==> config.mk <==
export PLATFORM = sky130hd
export DESIGN_NAME = boot_address_selector
export DESIGN_NICKNAME = d
export VERILOG_FILES = /design/src/boot_sel_pkg.sv /design/src/boot_sel_if.sv /design/src/boot_decode.sv /design/src/boot_address_selector.sv
export SDC_FILE = /design/constraint.sdc
export NUM_CORES = 1
export LEC_CHECK = 0
export ABC_CLOCK_PERIOD_IN_PS = 5300
export BUFFER_PORTS_ARGS = -buffer_cell sky130_fd_sc_hd__buf_2
export CAP_MARGIN = 20
export CORE_MARGIN = 2
export CORE_UTILIZATION = 50
export CTS_CLUSTER_DIAMETER = 60
export DETAILED_ROUTE_END_ITERATION = 12
export PLACE_DENSITY_LB_ADDON = 0.1
export SETUP_SLACK_MARGIN = 0.02
export SLEW_MARGIN = 10
export SYNTH_ARGS = -nofsm -noshare
export SYNTH_HDL_FRONTEND = slang
export SYNTH_SLANG_ARGS = --single-unit
export TNS_END_PERCENT = 1
==> constraint.sdc <==
create_clock -name clk -period 5.3 [get_ports clk]
set_input_delay 1.06 -clock clk [delete_from_list [all_inputs] [get_ports clk]]
set_output_delay 1.06 -clock clk [all_outputs]
set_load 0.01 [all_outputs]
==> src/boot_sel_pkg.sv <==
`default_nettype none
package boot_sel_pkg;

  // option field and address widths
  localparam int ADDR_W = 32;
  localparam int FIELD_W = 25;
  localparam int FIELD_LSB = 7;
  localparam int SVC_CMD_W = 8;

  // factory default option fields (address bits [31:7])
  localparam logic [FIELD_W-1:0] NS_ADDR0_DEFAULT = 25'h0100000;
  localparam logic [FIELD_W-1:0] NS_ADDR1_DEFAULT = 25'h017f200;
  localparam logic [FIELD_W-1:0] SEC_ADDR_DEFAULT = 25'h0180000;

  // fixed entry point of the root security service
  localparam logic [ADDR_W-1:0] SERVICE_BOOT_ADDR = 32'h0ff80000;

  // reset value of the boot address output
  localparam logic [ADDR_W-1:0] BOOT_ADDR_RESET = 32'h00000000;

  typedef enum logic [1:0] {
    TGT_NS_FIELD0 = 2'b00,
    TGT_NS_FIELD1 = 2'b01,
    TGT_SECURE = 2'b10,
    TGT_SERVICE = 2'b11
  } boot_target_t;

  typedef enum logic [1:0] {
    SEL_HOLD = 2'b00,
    SEL_CAPTURE = 2'b01,
    SEL_DECODE = 2'b10,
    SEL_READY = 2'b11
  } sel_state_t;

  // option and pin snapshot taken at reset release
  typedef struct packed {
    logic boot_strap_pin;
    logic option_boot_select_bit;
    logic boot_source_select_bit;
    logic security_extension_enable;
    logic boot_lock_bit;
    logic [SVC_CMD_W-1:0] service_command;
    logic [FIELD_W-1:0] nonsecure_boot_addr_0;
    logic [FIELD_W-1:0] nonsecure_boot_addr_1;
    logic [FIELD_W-1:0] secure_boot_addr;
  } boot_inputs_t;

endpackage : boot_sel_pkg
`default_nettype wire

==> src/boot_sel_if.sv <==
`timescale 1ns/1ps
`default_nettype none
interface boot_sel_if;
  import boot_sel_pkg::*;

  boot_inputs_t snap;
  boot_target_t target;
  logic [ADDR_W-1:0] addr;

  modport decoder (input snap, output target, output addr);
  modport requester (output snap, input target, input addr);

endinterface : boot_sel_if
`default_nettype wire

==> src/boot_decode.sv <==
`timescale 1ns/1ps
`default_nettype none
module boot_decode
  import boot_sel_pkg::*;
(
  boot_sel_if.decoder sel
);

  always_comb begin
    boot_target_t tgt;
    tgt = TGT_NS_FIELD0;
    if (sel.snap.security_extension_enable) begin
      if (sel.snap.boot_lock_bit) begin
        // lock forces the single secure entry
        tgt = TGT_SECURE;
      end else if (sel.snap.service_command != '0) begin
        tgt = TGT_SERVICE;
      end else if (!sel.snap.boot_strap_pin && sel.snap.boot_source_select_bit) begin
        tgt = TGT_SECURE;
      end else begin
        tgt = TGT_SERVICE;
      end
    end else if (sel.snap.boot_source_select_bit) begin
      // pin chooses the field
      tgt = sel.snap.boot_strap_pin ? TGT_NS_FIELD1 : TGT_NS_FIELD0;
    end else begin
      // pin ignored, option bit chooses
      tgt = sel.snap.option_boot_select_bit ? TGT_NS_FIELD0 : TGT_NS_FIELD1;
    end
    sel.target = tgt;
    case (tgt)
      TGT_NS_FIELD0: begin
        sel.addr = {sel.snap.nonsecure_boot_addr_0, {FIELD_LSB{1'b0}}};
      end
      TGT_NS_FIELD1: begin
        sel.addr = {sel.snap.nonsecure_boot_addr_1, {FIELD_LSB{1'b0}}};
      end
      TGT_SECURE: begin
        sel.addr = {sel.snap.secure_boot_addr, {FIELD_LSB{1'b0}}};
      end
      TGT_SERVICE: begin
        sel.addr = SERVICE_BOOT_ADDR;
      end
      default: begin
        sel.addr = BOOT_ADDR_RESET;
      end
    endcase
  end

endmodule // boot_decode
`default_nettype wire

==> src/boot_address_selector.sv <==
// What this block does
// - boot address comes from strap pin, option select bit and 25-bit option fields
// - targets: user flash, system bootloader, embedded SRAM, root security service
// - security off, source select 1: pin low gives field 0, high gives field 1
// - security off, source select 0: pin ignored; option bit 1 field 0, 0 field 1
// - factory defaults: field 0 user flash, field 1 system bootloader
// - security on: boot from the secure 25-bit address field or the root security service
// - security on, lock set: always secure field, ignore pin, select bits and service command
// - security on, unlocked, no command, pin low, source select 1: secure field
// - security on, unlocked: nonzero command or other combinations boot the service
// - root security service is a target only with security enabled
// - strap pin sampled again on wake from deepest standby
`timescale 1ns/1ps
`default_nettype none
module boot_address_selector
  import boot_sel_pkg::*;
(
  input wire logic clk,
  input wire logic rst,
  input wire logic boot_strap_pin,
  input wire logic option_boot_select_bit,
  input wire logic boot_source_select_bit,
  input wire logic security_extension_enable,
  input wire logic boot_lock_bit,
  input wire logic [SVC_CMD_W-1:0] service_command,
  input wire logic option_bytes_programmed,
  input wire logic [FIELD_W-1:0] nonsecure_boot_addr_0,
  input wire logic [FIELD_W-1:0] nonsecure_boot_addr_1,
  input wire logic [FIELD_W-1:0] secure_boot_addr,
  input wire logic standby_wake,
  input wire logic boot_fetch_req,
  output logic boot_fetch_ack,
  output logic boot_valid,
  output logic [ADDR_W-1:0] boot_addr,
  output logic [1:0] boot_target,
  output logic boot_secure
);

  typedef struct packed {
    sel_state_t state;
    boot_inputs_t snap;
    logic [ADDR_W-1:0] addr;
    boot_target_t target;
    logic valid;
    logic secure;
  } sel_regs_t;

  sel_regs_t sel_r;
  sel_regs_t sel_nxt;

  boot_sel_if sel ();

  boot_decode u_decode (
    .sel(sel.decoder)
  );

  assign sel.snap = sel_r.snap;

  // live inputs, factory defaults when options are blank
  boot_inputs_t live;

  always_comb begin
    live.boot_strap_pin = boot_strap_pin;
    live.option_boot_select_bit = option_boot_select_bit;
    live.boot_source_select_bit = boot_source_select_bit;
    live.security_extension_enable = security_extension_enable;
    live.boot_lock_bit = boot_lock_bit;
    live.service_command = service_command;
    if (option_bytes_programmed) begin
      live.nonsecure_boot_addr_0 = nonsecure_boot_addr_0;
      live.nonsecure_boot_addr_1 = nonsecure_boot_addr_1;
      live.secure_boot_addr = secure_boot_addr;
    end else begin
      live.nonsecure_boot_addr_0 = NS_ADDR0_DEFAULT;
      live.nonsecure_boot_addr_1 = NS_ADDR1_DEFAULT;
      live.secure_boot_addr = SEC_ADDR_DEFAULT;
    end
  end

  always_comb begin
    sel_nxt = sel_r;
    case (sel_r.state)
      SEL_HOLD: begin
        // first edge after reset release
        sel_nxt.valid = 1'b0;
        sel_nxt.state = SEL_CAPTURE;
      end
      SEL_CAPTURE: begin
        sel_nxt.snap = live;
        sel_nxt.valid = 1'b0;
        sel_nxt.state = SEL_DECODE;
      end
      SEL_DECODE: begin
        sel_nxt.addr = sel.addr;
        sel_nxt.target = sel.target;
        sel_nxt.secure = sel_r.snap.security_extension_enable;
        sel_nxt.valid = 1'b1;
        sel_nxt.state = SEL_READY;
      end
      SEL_READY: begin
        // held until reset or standby wake
        if (standby_wake) begin
          sel_nxt.valid = 1'b0;
          sel_nxt.state = SEL_CAPTURE;
        end
      end
      default: begin
        sel_nxt.state = SEL_HOLD;
        sel_nxt.valid = 1'b0;
      end
    endcase
  end

  always_ff @(posedge clk or posedge rst) begin
    if (rst) begin
      sel_r <= '{state: SEL_HOLD, snap: '0, addr: BOOT_ADDR_RESET, target: TGT_NS_FIELD0,
                 valid: 1'b0, secure: 1'b0};
    end else begin
      sel_r <= sel_nxt;
    end
  end

  assign boot_valid = sel_r.valid;
  assign boot_addr = sel_r.addr;
  assign boot_target = sel_r.target;
  assign boot_secure = sel_r.secure;
  assign boot_fetch_ack = boot_fetch_req & sel_r.valid;

endmodule // boot_address_selector
`default_nettype wire

## After elaboration in Yosys (flattened, before gate mapping)

Index checks and enable logic that the tools add are counted.

- Equality and inequality tests: 7
- Mux-type cells: 13
- Bitwise logic cells: 1
- Reduce and logical (&&, ||, !) cells: 6

Operators with widths:

| operator | number |
|---|---|
| 32-bit case mux with 4 select lines | 1 |
| 75-bit 2-to-1 mux | 1 |
| 2-bit 2-to-1 mux | 5 |
| 2-bit == test, second input constant | 4 |
| 2-bit case mux with 4 select lines | 1 |
| 8-bit nonzero test | 1 |
| 2-bit by 1-bit == test with 1-bit output, second input constant | 2 |
| 2-bit logical NOT | 2 |
| 1-bit 2-to-1 mux | 4 |
| 1-bit case mux with 3 select lines | 1 |
| 2-bit != test, second input constant | 1 |
| 2-bit OR reduction | 1 |
| 1-bit bitwise AND | 1 |
| 1-bit logical AND | 1 |
| 1-bit logical NOT | 1 |

- Register bits after elaboration: 126
- Word-level logic and storage cells: 41

## Depth between registers and ports, before layout

Gate-level depths: netlist of run 1.

- Depth after elaboration: 8
- Mapped depth: 8
- Mapped depth without buffers: 5

## Hierarchy

A second synthesis of run 1 with hierarchy kept.

- Cell total of the unflattened synthesis: 421
- Area, all modules: 5656.7 um^2

Modules (own cells, without submodules):

| module | times used | cells an instance | area an instance (um^2) | sequential area each (um^2) |
|---|---|---|---|---|
| boot_address_selector | 1 | 319 | 4901.0 | 3153.0 |
| boot_decode | 1 | 102 | 755.7 | 0.0 |

## Least setup slack after synthesis of run 1

No wires, ideal clock.

- Path type: input port to output port
- From: input boot_fetch_req
- To: output boot_fetch_ack
- Data arrival time: 1.225 ns
- Required time: 4.240 ns
- Path slack: 3.015 ns
- Stages: 1
- Cell sequence: and2_1

- Word-level cells in the longest chain between the ends: 1

RTL lines:

| element | RTL line | text |
|---|---|---|
| start, declared | boot_address_selector.sv:31 | `input wire logic boot_fetch_req,` |
| 1-bit bitwise AND | boot_address_selector.sv:127 | `assign boot_fetch_ack = boot_fetch_req & sel_r.valid;` |
| end, declared | boot_address_selector.sv:32 | `output logic boot_fetch_ack,` |

Every way passes these cells.

## Worst setup path in the final report of run 1

- From: register sel_r[124] (netlist bit)
- To: register sel_r (netlist bit boot_addr[24])

- Word-level cells in the longest chain between the ends: 1

RTL lines:

| element | RTL line | text |
|---|---|---|
| start, declared | boot_address_selector.sv:48 | `sel_regs_t sel_r;` |
| start signal, assigned | boot_address_selector.sv:116 | `sel_r <= '{state: SEL_HOLD, snap: '0, addr: BOOT_ADDR_RESET, target: TGT_NS_FIELD0,` |
| start signal, assigned | boot_address_selector.sv:119 | `sel_r <= sel_nxt;` |
| 2-bit == test | boot_address_selector.sv:82 | `case (sel_r.state)` |

Every way passes these cells.
A chain may end at the register's enable or synchronous reset.

==> flow_summary.yaml, run 1 <==
hold_path:
  min_to: "sel.snap[45]"
  min-delay-start: "sel.snap[45]"
  hold-path-cell-count: 1
  min_path_type: "reg -> reg"
clocking:
  cts_setup_buffers: 0
  cts_buffers: 17
  h-tree-depth: 4
  cts_buffer_depth: 2
  clock_latency_ns: 0.51
  cts_root_buffer: "clkbuf_8"
  path_clk_slew_ns: 0.06
  cts.hold.buffers_added: 0
  tritoncts: "built"
  cts.sinks: 118
  cts_resized: 0
yosys:
  synthAdderAreaFrac: 0.007231
  syn_inst: 502
  synth_edf_count: 0
  synth-seq-area-share: 0.5688
  ys_seq_elements: 118
  yosys.area_share.xor_xnor: 0
  ys.flop_type: "dfrtp_1"
  synthMostInstantiatedCell: "dfrtp_1"
  synthSimpleGateAreaFrac: 0.07423
  synthMuxAreaShare: 0.03037
  synth_compound_area_frac: 0.1950
  async_reset_ff_frac: 1.000
  yosys.area.top_type: "dfrtp_1"
  ys_warn_count: 0
  synthTopCellsByCount: "118 x dfrtp_1, 66 x inv_1, 65 x nand2_1, 64 x o21ai_0, 34 x buf_4"
  syn_area_sq_um: 5191
  synth_top_area_frac: 0.5688
  syn_area_per_cell_sq_um: 10.34
  synthTopCellsByArea: "dfrtp_1 57%, o21ai_0 6.2%, buf_4 4.9%"
  synth_top_family_by_area: "compound AO/OA/AOI/OAI gates"
  synth.distinct_cells: 31
die:
  initial_core_util: 0.5097
  fp.dieH_um: 105.9
  die_area_sq_um: 11210
  ios: 130
  core_area_sq_um: 10180
  rows: 37
  chipWidth_um: 105.9
timing:
  fin_worst_skew_ns: 0.008602
  postLayoutSetupSlackWorst_ns: 2.818
  setup_tns_ns: 0
  whs_ns: 0.4971
  hold_violations: 0
  fmax_ghz: 0.4029
  setup_viol: 0
  worstMarginPinSlew_ns: 0.9107
  finalCriticalPeriod_ns: 2.482
  rsz0062_at_grt: "false"
  finalCritPeriodShare: 0.4683
  drv_slew: 0
  slew_headroom: 0.3929
finish:
  final_nets: 688
  n_antenna_cell: 0
  layout-drive-gt1-share: 0.3322
  ff_latch_area_sq_um: 2953
  multiInputGateArea_sq_um: 1625
  n_fill_cell: 900
  area_delta_synth_final_pct: 21.64
  layout.cells.non_filler: 741
routing:
  antenna_left: 0
  drt_first_pass_iters: 4
  wirelength_mm: 12.02
  vias: 3761
  dr.first_iter.drc_count: 234
  wl_per_cell_um: 16.22
  viasPerCell: 5.076
  drc: 0
setup_path:
  critPathCaptureType: "register"
  r2r_start: "sel_r[124]"
  reg2reg_slack_ns: 2.82
  cp.required_ns: 5.67
  critPathMaxFanout: 31
  start_kind: "register"
  path_class: "reg -> reg"
  arrival_ns: 2.85
  r2r_cells: 5
  regToRegEndpoint: "boot_addr[24]"
  crit_start: "sel_r[124]"
placed_design:
  gp_congestion: 0.8977
  io_buffers: 122
  placed_cells: 708
  pre_cts_ws_ns: 2.803
  dp_hpwl_mm: 7.601
grt:
  grt_pass1_vias: 3842
  grt_pass1_wl_mm: 19.71
  grt_remaining_overflow: 0
  antenna_found_initial: 0
  grt_max_degree: 92
  grt_use_total: 0.2298
power:
  leakagePower_nw: 2.940
  power.density_nw_per_um2: 634.5
  p_total_mw: 4.007
  vdd_drop_max_mv: 0.4453
run_status:
  status: "complete, no violations"
job:
  cap_violations: 0
[through the flow]
step | cell area (sq um) | utilization
2_1_floorplan | 5214 | -
3_3_place_gp | 5635 | 0.5533
3_5_place_dp | 5655 | 0.5553
4_1_cts | 6287 | 0.6173
5_1_grt | 6315 | 0.6200
6_report | 6315 | 0.6200
[routing by layer]
metal,up-vias,global-route usage,part of all wire
li1,1817,-,-
met1,1808,0.3283,0.46
met2,122,0.3433,0.47
met3,14,0.05579,0.060
met4,0,0.08459,0.014
met5,-,0,0
[state kept, by name, summed over array words and instances (netlist names)]
name,cells
boot_target,2
boot_addr,25
sel.snap,88
boot_valid,1
sel_r,2
[layout by cell type (no fill, tap or decap), types with 2 or more instances in the layout]
cell type and n:
a21oi_1 12, a221oi_1 16, buf_2 122, buf_4 3, bufinv_16 4, clkbuf_16 16, clkbuf_8 6, clkinv_2 5
conb_1 7, dfrtp_1 118, ha_2 2, inv_1 65, mux2_2 14, nand2_1 65, nor2_1 20, nor4_1 2
o21ai_0 64, o22a_1 12, o22ai_1 14, o22ai_2 20
[kinds of logic (layout without fill, tap and decap cells)]
kind of cell,Yosys count,after routing
AOI/OAI and AO/OA,143,143
adders and majority gates,3,3
buffers and inverters,129,226
DFF,118,118
muxes,14,14
other,1,7
and+or+nand+nor,94,94
[worst max-delay path: stages, from the launching register on]
cell     delay (ns)
dfrtp_1        0.41
inv_1          0.08
ha_2           0.77
or4b_4         0.78
o22ai_1        0.21
a21oi_1        0.06
[worst max path at each step]
stage	endpoint	slack, ns
final	boot_addr[24]	2.82
after global routing	boot_addr[27]	2.67
after CTS	boot_addr[24]	2.78
after detailed placement	boot_addr[24]	2.80
after global placement	boot_fetch_ack	2.82
after floorplan	boot_addr[10]	1.11
[cell type report]
cell class | count | area share
Inverter | 67 | 0.04022
Multi-Input combinational cell | 261 | 0.2574
Tap cell | 136 | 0.02695
Clock inverter | 9 | 0.02298
Sequential cell | 118 | 0.4676
Timing Repair Buffer | 127 | 0.1078
Clock buffer | 23 | 0.07708
[where the power goes]
part	total [mW]	internal (mW)	switching (mW)
registers	1.53	1.28	0.245
clock network	1.21	0.822	0.391
logic	1.27	0.538	0.729
Note: power is estimated with default switching activity, not from simulation.
==> inputs of run 2 (changes only) <==
- ABC_CLOCK_PERIOD_IN_PS: 5300 -> 2200
- CORE_UTILIZATION: 50 -> 48
- clock period: 5.3 -> 2.2 ns (I/O delays scaled with it)
==> run 2 against run 1 <==
Flip-flop and latch count did not move. Combinational power rose by 150%. Register-to-register slack got worse by 2.5 ns. Count of clock-buffer cells in the layout fell by 3. Power rose by 140%. Global-route usage fell by 0.47 points. Final cell count rose by 1.1%. Largest power group unchanged.
==> flow_summary.yaml, run 2 (synthesis results as in run 1) <==
grt:
  grt_remaining_overflow: 0
  grt_pass1_wl_mm: 19.61
  grt_use_total: 0.2250
  grt_max_degree: 55
  antenna_found_initial: 0
  grt_pass1_vias: 3897
finish:
  mostFrequentLayoutCells: "122 x buf_2, 118 x dfrtp_1, 65 x inv_1, 65 x nand2_1, 64 x o21ai_0"
  n_antenna_cell: 0
  largest_reg_flops: 88
  final_nets: 696
  layout-drive-gt1-share: 0.3361
  final_common_cell: "buf_2"
  area_delta_synth_final_pct: 21.60
  n_fill_cell: 919
power:
  p_total_mw: 9.477
  power.density_nw_per_um2: 1501
  p_seq_frac: 0.387
  netSwitchingFraction: 0.3515
  cell_internal_pwr_mw: 6.146
  p_switching_mw: 3.331
  leakagePower_nw: 2.944
  p_comb_frac: 0.334
  vdd_drop_max_mv: 0.7028
  p_clk_frac: 0.278
timing:
  finalCriticalPeriod_ns: 1.892
  fmax_ghz: 0.5287
  fin_worst_skew_ns: 0.007366
  hold_violations: 0
  finalCritPeriodShare: 0.8598
  setup_viol: 0
  rsz0062_at_grt: "false"
  setup_tns_ns: 0
  slew_headroom: 0.4965
  worstMarginPinSlew_ns: 0.7508
  drv_slew: 0
clocking:
  h-tree-depth: 4
  cts.sinks: 118
  clock_latency_ns: 0.52
  cts_buffers: 17
  path_clk_slew_ns: 0.06
  cts_root_buffer: "clkbuf_8"
  cts_setup_buffers: 0
  cts_buffer_depth: 2
  tritoncts: "built"
  cts_resized: 0
setup_path:
  critPathCaptureType: "register"
  critPathMaxFanout: 53
  start_kind: "register"
  arrival_ns: 2.25
  cp.required_ns: 2.56
  path_class: "reg -> reg"
  r2r_cells: 5
job:
  cap_violations: 0
placed_design:
  io_buffers: 122
  dp_hpwl_mm: 8.151
  gp_congestion: 0.7782
run_status:
  status: "complete, no violations"
die:
  initial_core_util: 0.4984
  chipWidth_um: 108.0
  ios: 130
  die_area_sq_um: 11660
  fp.dieH_um: 108.0
  rows: 37
  core_area_sq_um: 10420
routing:
  wl_per_cell_um: 16.51
  drc: 0
  drt_first_pass_iters: 5
  dr.first_iter.drc_count: 221
  antenna_left: 0
  vias: 3792
  wirelength_mm: 12.37
  viasPerCell: 5.063
hold_path:
  min_path_type: "in -> reg"
  hold-path-cell-count: 3
==> run 2: cell count changes in the layout (fill, tap and decap cells not counted), moves of 2 or more <==
cell,previous run,this run
clkbuf_1,1,3
clkbuf_8,6,1
buf_4,3,9
buf_12,1,3
clkinv_2,5,9
==> run 2: power groups by stage <==
stage	combinational, mW	sequential, mW	clock [mW]
finish	3.17	3.67	2.64
global placement	3.07	3.66	0
CTS	3.20	3.66	2.68
floorplan	2.57	3.55	0
global route	3.53	3.77	2.78
detailed placement	3.18	3.69	0
==> run 2: final timing paths <==
kind                                     start            to  slack (ns)
min in group asynchronous                  rst  sel.snap[51]        0.40
max reg2reg                         sel_r[125]  sel.snap[63]        0.31
min                        secure_boot_addr[3]   sel.snap[3]        0.12
min reg2reg                       sel.snap[70]  sel.snap[70]        0.50
max                                 sel_r[125]  sel.snap[63]        0.31
max in group asynchronous                  rst  sel.snap[85]        1.22
==> run 2: final cells by class <==
cell class	count	area, sq um	area share
repair buffers	135	748.2	0.1185
clock inverters	12	135.1	0.02141
multi-input cells	261	1625	0.2575
well taps	136	170.2	0.02696
flip-flops and latches	118	2953	0.4678
clock buffers	20	425.4	0.06739
inverters	67	255.2	0.04044
==> run 2: through the flow <==
| stage | setup WS, ns | hold WS, ns | std cells | util | cell area, sq um |
|---|---|---|---|---|---|
| 3_3_place_gp | 0.2197 | 0.3844 | 715 | 0.5493 | 5722 |
| 4_1_cts | 0.2881 | 0.1074 | 749 | 0.6060 | 6312 |
| 3_5_place_dp | 0.3011 | 0.3855 | 716 | 0.5512 | 5742 |
| 6_report | 0.3085 | 0.1247 | 749 | 0.6060 | 6312 |
| 5_1_grt | 0.1535 | 0.1107 | 749 | 0.6060 | 6312 |
| 2_1_floorplan | 0.3186 | 0.4713 | 508 | - | 5218 |
==> run 2: worst max-delay path, cell delays in order, from the launching register on <==
cell     delay (ns)
dfrtp_1        0.41
inv_1          0.07
ha_2           0.16
buf_4          0.35
buf_4          0.53
o21ai_0        0.21
==> run 2: repair_timing <==
action | in CTS | in global routing
setup endpoints to repair | 0 | 0
hold endpoints to repair | 5 | 0
hold buffers | 1 | 0
==> run 2: routing by layer <==
metal | GRT usage | routed length, um | vias to the layer above
li1 | - | - | 1833
met1 | 0.3184 | 5856 | 1835
met2 | 0.3374 | 5641 | 119
met3 | 0.06992 | 795 | 5
met4 | 0.06410 | 76 | 0
met5 | 0 | 0 | -
==> inputs of run 3 (changes only) <==
- CELL_PAD_IN_SITES_DETAIL_PLACEMENT: unset -> 2
- CELL_PAD_IN_SITES_GLOBAL_PLACEMENT: unset -> 2
- CORE_UTILIZATION: 48 -> 30
==> run 3 against run 2 <==
Worst hold slack better by 0.058 ns. Flip-flop and latch count unchanged. Worst setup slack worse by 0.089 ns. Largest cell class unchanged. Largest power group unchanged.
==> flow_summary.yaml, run 3 (synthesis results as in run 1) <==
run_status:
  status: "complete, no violations"
grt:
  grt_pass1_wl_mm: 25.04
  grt_pass1_vias: 4434
  grt_use_total: 0.1829
  grt_max_degree: 119
  antenna_found_initial: 0
  grt_remaining_overflow: 0
job:
  cap_violations: 0
setup_path:
  crit_chain: "nor4_1 -> a41o_1 -> buf_4 -> a221oi_1 -> nor2_1"
  cp_top_family: "simple AND/OR/NAND/NOR gates"
  path_class: "reg -> reg"
  critPathCaptureType: "register"
  cpMaxStageDelayCell: "a41o_1"
  start_kind: "register"
  critPathBufInv: 1
  arrival_ns: 2.31
  max_stage_delay_ns: 0.55
  critPathMaxFanout: 10
  cp.required_ns: 2.53
timing:
  rsz0062_at_grt: "false"
  setup_tns_ns: 0
  whs_ns: 0.1826
  fin_worst_skew_ns: 0.009402
  postLayoutSetupSlackWorst_ns: 0.2192
  slew_headroom: 0.3319
  worstMarginPinSlew_ns: 0.9962
  setup_viol: 0
  hold_violations: 0
  finalCritPeriodShare: 0.9004
  drv_slew: 0
  fmax_ghz: 0.5049
  finalCriticalPeriod_ns: 1.981
finish:
  final_nets: 695
  final_core_util: 0.3784
  layout.cells.non_filler: 837
  area_delta_synth_final_pct: 24.78
  design_area_sq_um: 6477
  mostFrequentLayoutCells: "122 x buf_2, 118 x dfrtp_1, 65 x inv_1, 65 x nand2_1, 64 x o21ai_0"
  n_fill_cell: 1868
  n_antenna_cell: 0
  final_common_cell: "buf_2"
  layout-drive-gt1-share: 0.3382
  largest_reg_flops: 88
clocking:
  cts_setup_buffers: 0
  cts_buffers: 17
  h-tree-depth: 4
  cts_root_buffer: "clkbuf_16"
  path_clk_slew_ns: 0.05
  clock_latency_ns: 0.42
  tritoncts: "built"
  cts.hold.buffers_added: 0
  cts_resized: 0
  cts_buffer_depth: 2
  cts.sinks: 118
routing:
  antenna_left: 0
  drt_first_pass_iters: 4
  vias: 3929
  wirelength_mm: 15.46
  dr.first_iter.drc_count: 125
  highest_layer: "met4"
  wl_per_cell_um: 18.47
  drc: 0
  met3_length_um: 601
  wl_met1_mm: 7.197
  viasPerCell: 4.694
  route.met2.wl_mm: 7.470
die:
  die_area_sq_um: 18370
  rows: 48
  ios: 130
  core_area_sq_um: 17120
  fp.dieH_um: 135.5
  chipWidth_um: 135.5
  initial_core_util: 0.3033
power:
  power.density_nw_per_um2: 1544
  p_total_mw: 10.00
  leakagePower_nw: 2.967
  vdd_drop_max_mv: 0.6221
hold_path:
  min_path_type: "in -> async"
placed_design:
  dp_hpwl_mm: 10.71
  gp_congestion: 0.7162
  placedInstanceArea_sq_um: 5853
  pre_cts_ws_ns: 0.2809
  io_buffers: 122
  placed_cells: 805
-- run 3: cell count changes in the layout (fill, tap and decap cells not counted) --
cell,before,now
clkinv_2,9,6
clkbuf_16,16,17
clkbuf_8,1,3
dlygate4sd3_1,1,0
clkbuf_1,3,2
bufinv_16,3,4
-- run 3: worst paths after layout --
check | start | end | slack (ns) | cells after the start
min reg2reg | sel.snap[41] | sel.snap[41] | 0.50 | 1
max in group asynchronous | rst | sel.snap[51] | 1.49 | 3
max | sel.snap[76] | boot_addr[17] | 0.22 | 5
max reg2reg | sel.snap[76] | boot_addr[17] | 0.22 | 5
min | rst | sel.snap[56] | 0.18 | 3
min in group clk | nonsecure_boot_addr_1[24] | sel.snap[49] | 0.23 | 3
-- run 3: layout make-up --
class                   count  area [sq um]  area share
flip-flops and latches    118          2953      0.4559
inverters                  67         255.2     0.03941
well taps                 225         281.5     0.04346
clock inverters            10         150.1     0.02318
repair buffers            134         738.2      0.1140
clock buffers              22         474.2     0.07321
multi-input cells         261          1625      0.2509
-- run 3: where the power goes --
part           internal, mW  switching (mW)
Sequential             3.09           0.647
Combinational          1.39            1.92
Clock                  1.97           0.982
-- run 3: tightest hold or removal path, cell delays in order --
cell and delay, ns:
buf_2 0.11, clkinvlp_4 0.07, buf_12 0.44
-- run 3: routing by layer --
| metal | up-vias | global-route usage |
|---|---|---|
| li1 | 1836 | - |
| met3 | 14 | 0.03928 |
| met4 | 0 | 0.06829 |
| met1 | 1987 | 0.2480 |
| met5 | - | 0 |
| met2 | 92 | 0.2882 |
